## src/verilog/core_bus_cfg.svh

```systemverilog
// constants for the core memory bus interface
`ifndef CORE_BUS_CFG_SVH
`define CORE_BUS_CFG_SVH
`define CB_ADDR_W      32
`define CB_DATA_W      32
`define CB_SIZE_BYTE   2'h0
`define CB_SIZE_HALF   2'h1
`define CB_SIZE_WORD   2'h2
`define CB_SIZE_BAD    2'h3
`define CB_KIND_IDLE   2'h0
`define CB_KIND_COPROC 2'h1
`define CB_KIND_NSEQ   2'h2
`define CB_KIND_SEQ    2'h3
`define CB_OP_IDLE     2'h0
`define CB_OP_COPROC   2'h1
`define CB_OP_MEM      2'h2
`define CB_ACCESS_PROTECTION_FETCH  0
`define CB_ACCESS_PROTECTION_PRIV   1
`define CB_RST_ADDR    32'h0000_0000
`define CB_RST_DATA    32'h0000_0000
`endif

```

## src/verilog/core_bus_pkg.sv

```systemverilog
// types for the core memory bus interface
`include "core_bus_cfg.svh"
package core_bus_pkg;
	typedef struct packed {
		logic [1:0]              op;
		logic [`CB_ADDR_W-1:0]   addr;
		logic [`CB_DATA_W-1:0]   wdata;
		logic                    write;
		logic [1:0]              size;
		logic                    fetch;
		logic                    user;
		logic                    swap;
		logic                    multi;
	} req_t;
	typedef struct packed {
		logic                    valid;
		logic [`CB_DATA_W-1:0]   data;
		logic                    abort;
	} rd_t;
	typedef enum logic {
		DBG_RUN,
		DBG_HALT
	} dbg_state_t;
endpackage : core_bus_pkg

```

## src/verilog/core_bus_if.sv

```systemverilog
// core side of the pipelined memory bus interface
// Overview of operation
// - width code 00 byte, 01 half, 10 word
// - next kind 00 idle, 10 new, 11 sequential
// - next kind 01 for coprocessor transfer
// - address-class outputs change on rising edge
// - coprocessor absent and busy edge sampled
// - test signals synchronous, enable pulse supplied
// - debug advances only when qualifier high
// - interrupt requests synchronous, edge sampled
// - protection bits low for fetch, user
// - lock asserted for atomic swap cycles
// - multi flag during load/store multiple
// - core reset low resets immediately
// - stall enable high advances, low holds
// - address leads its data cycle
`timescale 1ns/10ps
`include "core_bus_cfg.svh"
module core_bus_if (
	input  wire logic                    i_clk_sys,
	input  wire logic                    i_rst,
	input  wire logic                    i_core_reset_n,
	input  wire logic                    i_stall_enable,
	input  wire logic                    i_abort,
	input  wire logic [`CB_DATA_W-1:0]   i_rdata,
	input  wire logic                    i_coproc_absent,
	input  wire logic                    i_coproc_busy,
	input  wire logic                    i_normal_int_req_n,
	input  wire logic                    i_fast_int_req_n,
	input  wire logic                    i_ext_debug_request,
	input  wire logic                    i_debug_clock_qualifier,
	input  wire logic                    i_test_clock_enable,
	input  wire logic                    i_req_valid,
	input  wire core_bus_pkg::req_t      i_req,
	output logic [`CB_ADDR_W-1:0]        o_addr,
	output logic                         o_write,
	output logic [1:0]                   o_size,
	output logic [1:0]                   o_access_protection,
	output logic                         o_lock,
	output logic [1:0]                   o_next_cycle_kind,
	output logic                         o_multi_transfer_flag,
	output logic [`CB_DATA_W-1:0]        o_wdata,
	output logic                         o_req_taken,
	output core_bus_pkg::rd_t            o_rd,
	output logic                         o_coproc_absent,
	output logic                         o_coproc_busy,
	output logic                         o_normal_int_pend,
	output logic                         o_fast_int_pend,
	output logic                         o_debug_ack,
	output logic [7:0]                   o_debug_ticks
);

	// combined reset
	logic                     rst_any;
	logic                     advance;
	logic                     take;
	logic                     take_mem;
	logic [1:0]               size_fix;
	logic [`CB_ADDR_W-1:0]    next_seq_addr;
	logic                     is_seq;
	logic [1:0]               kind_nxt;

	// address phase state
	logic                     ap_mem_r;
	logic                     ap_write_r;
	logic [`CB_DATA_W-1:0]    ap_wdata_r;

	// data phase state
	logic                     dp_read_r;

	core_bus_pkg::dbg_state_t dbg_state_r;
	logic                     dbg_tick;

	assign rst_any = i_rst | ~i_core_reset_n;

	assign advance = i_stall_enable;

	assign take = advance & i_req_valid & (dbg_state_r == core_bus_pkg::DBG_RUN);

	assign take_mem = take & (i_req.op == `CB_OP_MEM);

	always_comb begin
		size_fix = i_req.size;
		if (i_req.size == `CB_SIZE_BAD) begin
			size_fix = `CB_SIZE_WORD;
		end
	end

	assign next_seq_addr = o_addr + (`CB_ADDR_W'(1) << o_size);

	assign is_seq = ap_mem_r & (i_req.addr == next_seq_addr);

	always_comb begin
		kind_nxt = `CB_KIND_IDLE;
		if (take) begin
			unique case (i_req.op)
				`CB_OP_MEM: begin
					kind_nxt = is_seq ? `CB_KIND_SEQ : `CB_KIND_NSEQ;
				end
				`CB_OP_COPROC: begin
					kind_nxt = `CB_KIND_COPROC;
				end
				default: begin
					kind_nxt = `CB_KIND_IDLE;
				end
			endcase
		end
	end

	always_ff @(posedge i_clk_sys or posedge rst_any) begin
		if (rst_any) begin
			o_addr <= `CB_RST_ADDR;
		end else if (take_mem) begin
			o_addr <= i_req.addr;
		end
	end

	always_ff @(posedge i_clk_sys or posedge rst_any) begin
		if (rst_any) begin
			o_size <= `CB_SIZE_WORD;
		end else if (take_mem) begin
			o_size <= size_fix;
		end
	end

	always_ff @(posedge i_clk_sys or posedge rst_any) begin
		if (rst_any) begin
			o_access_protection <= 2'h0;
		end else if (take_mem) begin
			o_access_protection[`CB_ACCESS_PROTECTION_FETCH] <= ~i_req.fetch;
			o_access_protection[`CB_ACCESS_PROTECTION_PRIV]  <= ~i_req.user;
		end
	end

	always_ff @(posedge i_clk_sys or posedge rst_any) begin
		if (rst_any) begin
			o_write <= 1'b0;
		end else if (take_mem) begin
			o_write <= i_req.write;
		end else if (advance) begin
			o_write <= 1'b0;
		end
	end

	always_ff @(posedge i_clk_sys or posedge rst_any) begin
		if (rst_any) begin
			o_lock <= 1'b0;
		end else if (take_mem) begin
			o_lock <= i_req.swap;
		end else if (advance) begin
			o_lock <= 1'b0;
		end
	end

	always_ff @(posedge i_clk_sys or posedge rst_any) begin
		if (rst_any) begin
			o_next_cycle_kind <= `CB_KIND_IDLE;
		end else if (advance) begin
			o_next_cycle_kind <= kind_nxt;
		end
	end

	always_ff @(posedge i_clk_sys or posedge rst_any) begin
		if (rst_any) begin
			o_multi_transfer_flag <= 1'b0;
		end else if (take) begin
			o_multi_transfer_flag <= i_req.multi & (i_req.op == `CB_OP_MEM);
		end else if (advance) begin
			o_multi_transfer_flag <= 1'b0;
		end
	end

	// address phase bookkeeping
	always_ff @(posedge i_clk_sys or posedge rst_any) begin
		if (rst_any) begin
			ap_mem_r   <= 1'b0;
			ap_write_r <= 1'b0;
			ap_wdata_r <= `CB_RST_DATA;
		end else if (advance) begin
			ap_mem_r   <= take & (i_req.op == `CB_OP_MEM);
			ap_write_r <= take & (i_req.op == `CB_OP_MEM) & i_req.write;
			ap_wdata_r <= i_req.wdata;
		end
	end

	always_ff @(posedge i_clk_sys or posedge rst_any) begin
		if (rst_any) begin
			o_wdata <= `CB_RST_DATA;
		end else if (advance && ap_write_r) begin
			o_wdata <= ap_wdata_r;
		end
	end

	// data phase read marker
	always_ff @(posedge i_clk_sys or posedge rst_any) begin
		if (rst_any) begin
			dp_read_r <= 1'b0;
		end else if (advance) begin
			dp_read_r <= ap_mem_r & ~ap_write_r;
		end
	end

	always_ff @(posedge i_clk_sys or posedge rst_any) begin
		if (rst_any) begin
			o_rd <= '0;
		end else begin
			o_rd.valid <= advance & dp_read_r;
			if (advance && dp_read_r) begin
				o_rd.data  <= i_rdata;
				o_rd.abort <= i_abort;
			end
		end
	end

	// request handshake
	always_ff @(posedge i_clk_sys or posedge rst_any) begin
		if (rst_any) begin
			o_req_taken <= 1'b0;
		end else begin
			o_req_taken <= take;
		end
	end

	edge_sample #(
		.RST_VAL (1'b1),
		.INVERT  (1'b0)
	) u_coproc_absent (
		.i_clk_sys (i_clk_sys),
		.i_rst     (rst_any),
		.i_pin     (i_coproc_absent),
		.o_level   (o_coproc_absent)
	);

	edge_sample #(
		.RST_VAL (1'b1),
		.INVERT  (1'b0)
	) u_coproc_busy (
		.i_clk_sys (i_clk_sys),
		.i_rst     (rst_any),
		.i_pin     (i_coproc_busy),
		.o_level   (o_coproc_busy)
	);

	edge_sample #(
		.RST_VAL (1'b0),
		.INVERT  (1'b1)
	) u_normal_int (
		.i_clk_sys (i_clk_sys),
		.i_rst     (rst_any),
		.i_pin     (i_normal_int_req_n),
		.o_level   (o_normal_int_pend)
	);

	edge_sample #(
		.RST_VAL (1'b0),
		.INVERT  (1'b1)
	) u_fast_int (
		.i_clk_sys (i_clk_sys),
		.i_rst     (rst_any),
		.i_pin     (i_fast_int_req_n),
		.o_level   (o_fast_int_pend)
	);

	assign dbg_tick = i_debug_clock_qualifier & i_test_clock_enable;

	always_ff @(posedge i_clk_sys or posedge rst_any) begin
		if (rst_any) begin
			dbg_state_r <= core_bus_pkg::DBG_RUN;
		end else if (dbg_tick) begin
			unique case (dbg_state_r)
				core_bus_pkg::DBG_RUN: begin
					if (i_ext_debug_request) begin
						dbg_state_r <= core_bus_pkg::DBG_HALT;
					end
				end
				core_bus_pkg::DBG_HALT: begin
					if (!i_ext_debug_request) begin
						dbg_state_r <= core_bus_pkg::DBG_RUN;
					end
				end
			endcase
		end
	end

	always_ff @(posedge i_clk_sys or posedge rst_any) begin
		if (rst_any) begin
			o_debug_ticks <= 8'h00;
		end else if (dbg_tick) begin
			o_debug_ticks <= o_debug_ticks + 8'h01;
		end
	end

	// halted state shown one cycle later
	always_ff @(posedge i_clk_sys or posedge rst_any) begin
		if (rst_any) begin
			o_debug_ack <= 1'b0;
		end else begin
			o_debug_ack <= (dbg_state_r == core_bus_pkg::DBG_HALT);
		end
	end

endmodule : core_bus_if

// one edge sampled input, optional inversion
module edge_sample #(
	parameter logic RST_VAL = 1'b0,
	parameter bit   INVERT  = 1'b0
) (
	input  wire logic i_clk_sys,
	input  wire logic i_rst,
	input  wire logic i_pin,
	output logic      o_level
);

	always_ff @(posedge i_clk_sys or posedge i_rst) begin
		if (i_rst) begin
			o_level <= RST_VAL;
		end else begin
			o_level <= i_pin ^ INVERT;
		end
	end

endmodule : edge_sample

```

## config.mk

```make
export PLATFORM = sky130hd
export DESIGN_NAME = core_bus_if
export DESIGN_NICKNAME = d
export VERILOG_FILES = /design/src/verilog/core_bus_pkg.sv /design/src/verilog/core_bus_if.sv
export VERILOG_INCLUDE_DIRS = /design/src /design/src/verilog
export SDC_FILE = /design/constraint.sdc
export NUM_CORES = 1
export LEC_CHECK = 0
export BUFFER_PORTS_ARGS = -buffer_cell sky130_fd_sc_hd__buf_2
export CORE_MARGIN = 2
export CORE_UTILIZATION = 55
export CTS_BUF_LIST = sky130_fd_sc_hd__clkbuf_4 sky130_fd_sc_hd__clkbuf_8 sky130_fd_sc_hd__clkbuf_16
export CTS_CLUSTER_SIZE = 28
export DETAILED_ROUTE_END_ITERATION = 12
export PLACE_DENSITY = 0.87
export SLEW_MARGIN = 0
export SYNTH_ARGS = -nofsm -noshare
export SYNTH_HDL_FRONTEND = slang
export SYNTH_SLANG_ARGS = --single-unit
```

## constraint.sdc

```tcl
create_clock -name i_clk_sys -period 34.3 [get_ports i_clk_sys]
set_clock_uncertainty 0.15 [all_clocks]
set_input_delay 3.43 -clock i_clk_sys [delete_from_list [all_inputs] [get_ports i_clk_sys]]
set_output_delay 3.43 -clock i_clk_sys [all_outputs]
set_load 0.01 [all_outputs]
```

==> results of run 1 <==
==> final timing paths <==
kind | cells past startpoint | end | slack (ns)
max in group asynchronous | 3 | ap_wdata_r[16] | 29.59
max | 9 | o_next_cycle_kind[0] | 28.76
max reg2reg | 9 | o_next_cycle_kind[0] | 30.57
min reg2reg | 1 | dp_read_r | 0.32
min in group asynchronous | 2 | o_rd[17] | 3.08
min | 1 | dp_read_r | 0.32
==> per-stage QoR <==
stage | power, mW | hold WS (ns) | setup WS, ns | util | instances
finish | 0.634 | 0.319 | 28.76 | 0.720 | 1030
global route | 0.664 | 0.330 | 28.52 | 0.720 | 1030
CTS | 0.637 | 0.321 | 28.76 | 0.720 | 1030
detailed placement | 0.441 | 0.295 | 28.36 | 0.672 | 999
global placement | 0.434 | 0.280 | 28.40 | 0.672 | 999
floorplan | 0.365 | 0.219 | 20.86 | - | 607
==> power by group through the flow <==
stage / combinational, mW / sequential, mW / clock [mW]
after CTS: 0.171 / 0.271 / 0.195
after detailed placement: 0.169 / 0.273 / 0
final: 0.169 / 0.271 / 0.193
after floorplan: 0.0788 / 0.286 / 0
after global placement: 0.164 / 0.269 / 0
after global routing: 0.183 / 0.278 / 0.203
==> cell families after synthesis <==
family,Yosys count
flip-flops,156
XOR/XNOR,47
adder cells (fa/ha/maj),8
multiplexers,104
AO/OA/AOI/OAI,58
buffers and inverters,37
AND/OR/NAND/NOR,197
==> routing by layer <==
| metal | global-route usage | vias to the layer above |
|---|---|---|
| met1 | 0.319 | 2660 |
| met2 | 0.436 | 271 |
| met4 | 0.138 | 4 |
| met3 | 0.0746 | 61 |
| met5 | 0 | - |
| li1 | - | 2606 |
==> critical path: stages <==
cell and delay (ns):
buf_2 0.64, nand2_1 0.11, nor2_1 0.23, nand2_1 0.09
buf_4 0.26, or4_1 0.55, nor4_1 0.17, nand4b_1 0.12
o21ai_1 0.14
==> flip-flops by register name, summed over array words and instances, names as in the netlist, 2 cells and up <==
name / count
o_rd: 34
ap_wdata_r: 32
o_addr: 32
o_wdata: 32
o_debug_ticks: 8
o_access_protection: 2
o_next_cycle_kind: 2
o_size: 2
==> cell usage in the layout, fill, tap and decap left out, types with 7 or more instances in the layout <==
cell type | Yosys | layout
buf_2 | 1 | 238
dfrtp_1 | 153 | 153
nand2_1 | 119 | 119
mux2_2 | 100 | 100
xnor2_1 | 35 | 35
clkbuf_16 | 0 | 17
inv_1 | 13 | 13
o21ai_0 | 13 | 13
nand4_1 | 13 | 13
nand3_1 | 12 | 12
xor2_1 | 12 | 12
nor2_1 | 11 | 11
a21oi_1 | 7 | 7
ha_1 | 7 | 7
==> layout make-up <==
| class | count | area (um2) |
|---|---|---|
| Clock buffer | 19 | 440 |
| Clock inverter | 12 | 164 |
| Fill cell | 880 | 3520 |
| Inverter | 13 | 48.8 |
| Multi-Input combinational cell | 414 | 3040 |
| Sequential cell | 156 | 3910 |
| Tap cell | 172 | 215 |
| Timing Repair Buffer | 244 | 1240 |
==> results.yml, run 1 <==
hold_path:
  hold_class: "register to register"
  min_from: "ap_write_r"
power:
  seqPwrFrac: 0.428
  p_comb_frac: 0.267
  p_int_mw: 0.431
  vdd_ir_drop_max_mv: 0.0354
  pwr-share-clk: 0.305
  p_sw_mw: 0.202
  p_sw_frac: 0.319
  leakage_nw: 4.53
  p_per_area_nw_per_um2: 70.0
synth:
  synth.top_cell.area_share: 0.541
  yosys.area.top_type: "dfrtp_1"
  yosys.area_share.adder: 0.0152
  dominantRegCellSynth: "dfrtp_1"
  synth-seq-area-share: 0.552
  yosys-top-cells-count: "dfrtp_1 (153), nand2_1 (119), mux2_2 (100)"
  avgSynthCellArea_um2: 11.7
  synth_seq_cells: 156
  synth_top_family_by_area: "multiplexers"
  synthMuxAreaShare: 0.165
  synthXorXnorAreaFrac: 0.0581
  yosys.area_share.simple: 0.131
  synth_cell_types: 56
  synth_area_um2: 7080
  synth_edf_count: 0
  synth-compound-area-share: 0.0589
  ys_warn_count: 0
  synth_area_leaders: "dfrtp_1 (54%), mux2_2 (16%), nand2_1 (6.3%)"
  syn_nets: 733
  post-synth-top-count-cell: "dfrtp_1"
  syn_inst: 607
  ys_async_sr_fraction: 1.00
route:
  wl_per_cell_um: 17.4
  drc: 0
  top_layer: "met5"
  drtAntennaViolNets: 0
  num_vias: 5602
  wl_met3_um: 1470
  vias_per_cell: 5.44
  drtIter0Drc: 330
  wl_met1_um: 7060
  dr.pass1.iters: 5
  drt_wl_total_um: 17900
  wl_met2_um: 8620
place:
  dpl-instance-area_um2: 8440
  gp_congestion: 0.928
  port_buffers: 238
  hpwl_um: 12600
timing:
  maxSlewViolCount: 0
  max_freq_ghz: 0.180
  fin_crit_sh: 0.162
  hold_violations: 0
  maxSlewHeadroom: 0.441
  worst_slew_pin_slew_ns: 0.838
  setup_tns_ns: 0
  fin_crit_ns: 5.54
  setup_viol: 0
  rsz0062_at_grt: "no"
clock_network:
  clock_sinks: 156
  cts-resized-gates: 0
  clockBufferDepth: 2
  worstSkewPairLatency_ns: 0.43
  cts.root.buffer_cell: "clkbuf_16"
  htree_levels: 4
  numCtsBuffers: 17
  post_cts_buffers: 0
  clk_pin_slew_ns: 0.06
  holdBufCountCts: 0
  cts_tree: "built"
setup_path:
  r2r-start: "o_size[1]"
  endpoint_kind: "register"
  crit_path_start_kind: "input port"
  crit_start: "i_stall_enable"
  cp_max_fo: 39
  crit_required_ns: 34.50
  cp.arrival_ns: 5.75
  crit_type: "input port to register"
layout:
  num-nets-final: 972
  diodes: 0
  drive_gt1_frac: 0.448
  fin_area_um2: 9050
  syn_to_final_growth_pct: 27.8
outcome:
  outcome: "complete, no violations"
die:
  initial_core_util: 0.563
  die_area_um2: 13800
  die_w_um: 117
  coreArea_um2: 12600
  io_pins: 239
  die_y_um: 117
  core.rowCount: 41
global_routing:
  grt_usage: 0.265
  grt_pass1_vias: 5568
  grt_pass1_wl_um: 28800
  grt-ovfl-total: 0
  grt_max_degree: 69
  antenna_found_initial: 2
flow_run:
  cap_violations: 0
Note: power is estimated with default switching activity, not from simulation.
==> run 2, diff against run 1 <==
Settings changed: CORE_UTILIZATION 55 to 51, PLACE_DENSITY 0.87 to 0.82.
Clock period 34.3 ns to 5.4 ns, I/O delays scaled along.
==> run 2 against run 1 <==
Register-to-register slack worse by 29 ns. Via count is 1.3% lower. Flip-flop and latch count stayed put. Cell count is 0.87% higher. Hold slack worse by 0.26 ns. First-iteration DRC count is 19% higher. Clock power grew to 6.2 times the previous value. Largest cell class unchanged.
==> results.yml, run 2 (synthesis results as in run 1) <==
layout:
  layout.cells.non_filler: 1039
  syn_to_final_growth_pct: 27.9
  layout_common_cells: "buf_2 (238), dfrtp_1 (153), nand2_1 (119)"
  largest-register: "o_rd"
  num-nets-final: 971
  largest_register_ffs: 34
  drive_gt1_frac: 0.448
  final_common_cell: "buf_2"
  nFillCells: 1033
place:
  hpwl_um: 13100
  port_buffers: 238
  place_ws_ns: 1.96
  gp_congestion: 0.916
  dp.cells: 1006
power:
  vdd_ir_drop_max_mv: 0.205
  p_per_area_nw_per_um2: 440
  p_comb_frac: 0.271
  p_sw_frac: 0.331
  p_sw_mw: 1.32
  seqPwrFrac: 0.431
  pwr-share-clk: 0.298
  p_int_mw: 2.67
  leakage_nw: 4.53
setup_path:
  cp.arrival_ns: 3.63
  max_stage_delay_ns: 0.56
  worstPathCellList: "nor2_1 -> ha_1 -> fa_1 -> a211oi_1 -> o21bai_1 -> xnor2_1 -> or4_1 -> nor4_1 -> nand4b_1 -> o21ai_1"
  crit_type: "register to register"
  r2r_setup_slack_ns: 1.97
  cp.buffers_inverters: 0
  endpoint_kind: "register"
  crit_path_start_kind: "register"
  crit_start: "o_size[1]"
  r2r_end: "o_next_cycle_kind[0]"
  reg2reg_depth: 10
  cp.depth: 10
  crit_end: "o_next_cycle_kind[0]"
  r2r-start: "o_size[1]"
  cpLargestDelayFamily: "compound AO/OA/AOI/OAI gates"
  crit_required_ns: 5.60
  cp_max_fo: 8
  cpMaxStageDelayCell: "dfstp_2"
timing:
  worst_slew_pin_slew_ns: 0.863
  max_freq_ghz: 0.292
  setup_viol: 0
  maxSlewHeadroom: 0.425
  rsz0062_at_grt: "no"
  fin_crit_sh: 0.635
  hold_violations: 0
  setup_tns_ns: 0
  worst_slack_ns: 1.97
  fin_crit_ns: 3.43
  maxSlewViolCount: 0
global_routing:
  grt_max_degree: 157
  grt_pass1_wl_um: 27600
  grt_usage: 0.243
  grt-ovfl-total: 0
  antenna_found_initial: 1
  grt_pass1_vias: 5459
clock_network:
  cts-resized-gates: 0
  holdBufCountCts: 0
  cts_tree: "built"
  numCtsBuffers: 17
  worstSkewPairLatency_ns: 0.42
  clockBufferDepth: 2
  post_cts_buffers: 0
  htree_levels: 4
  clk_pin_slew_ns: 0.07
  clock_sinks: 156
  cts.root.buffer_cell: "clkbuf_16"
outcome:
  outcome: "complete, no violations"
die:
  die_area_um2: 14800
  die_w_um: 122
  coreArea_um2: 13700
  die_y_um: 122
  io_pins: 239
  initial_core_util: 0.516
  core.rowCount: 43
hold_path:
  hold_class: "input port to register"
flow_run:
  cap_violations: 0
route:
  drt_wl_total_um: 18000
  vias_per_cell: 5.32
  drtIter0Drc: 393
  wl_per_cell_um: 17.3
  drtAntennaViolNets: 0
  num_vias: 5531
  dr.pass1.iters: 5
  drc: 0
-- run 2: layout make-up --
class / count / area, um2 / share of cell area
diodes: 1 / 2.50 / 0.000276
clock buffers: 18 / 439 / 0.0485
clock inverters: 14 / 153 / 0.0169
inverters: 13 / 48.8 / 0.00539
multi-input cells: 414 / 3040 / 0.335
flip-flops and latches: 156 / 3910 / 0.432
well taps: 180 / 225 / 0.0249
repair buffers: 243 / 1240 / 0.137
-- run 2: how the worst min path moves through the flow --
stage / slack (ns) / cells after the start / endpoint / startpoint
4_1_cts: 0.04 / 1 / u_coproc_busy.o_level / i_coproc_busy
2_1_floorplan: 0.22 / 0 / o_debug_ack / dbg_state_r
3_5_place_dp: 0.23 / 0 / o_debug_ack / dbg_state_r
6_report: 0.06 / 1 / u_coproc_busy.o_level / i_coproc_busy
3_3_place_gp: 0.23 / 0 / o_debug_ack / dbg_state_r
5_1_grt: 0.05 / 1 / u_coproc_busy.o_level / i_coproc_busy
-- run 2: through the flow --
step / util / hold slack [ns] / power [mW] / cell area [um2]
6_report: 0.660 / 0.0611 / 3.99 / 9050
3_3_place_gp: 0.617 / 0.232 / 2.77 / 8460
3_5_place_dp: 0.617 / 0.230 / 2.81 / 8460
2_1_floorplan: - / 0.219 / 2.32 / 7090
5_1_grt: 0.660 / 0.0522 / 4.20 / 9050
4_1_cts: 0.660 / 0.0440 / 4.02 / 9050
-- run 2: metal layers --
layer	part of all wire	wire length [um]	track usage	vias to the layer above
li1	-	-	-	2597
met1	0.39	6950	0.286	2654
met2	0.50	8960	0.412	234
met3	0.085	1540	0.0744	46
met4	0.032	573	0.108	0
met5	0	0	0	-
-- run 2: power by group through the flow --
stage | combinational [mW] | clock (mW) | sequential, mW
finish | 1.08 | 1.19 | 1.72
detailed placement | 1.08 | 0 | 1.73
global route | 1.18 | 1.26 | 1.76
global placement | 1.06 | 0 | 1.71
CTS | 1.10 | 1.21 | 1.72
floorplan | 0.501 | 0 | 1.81
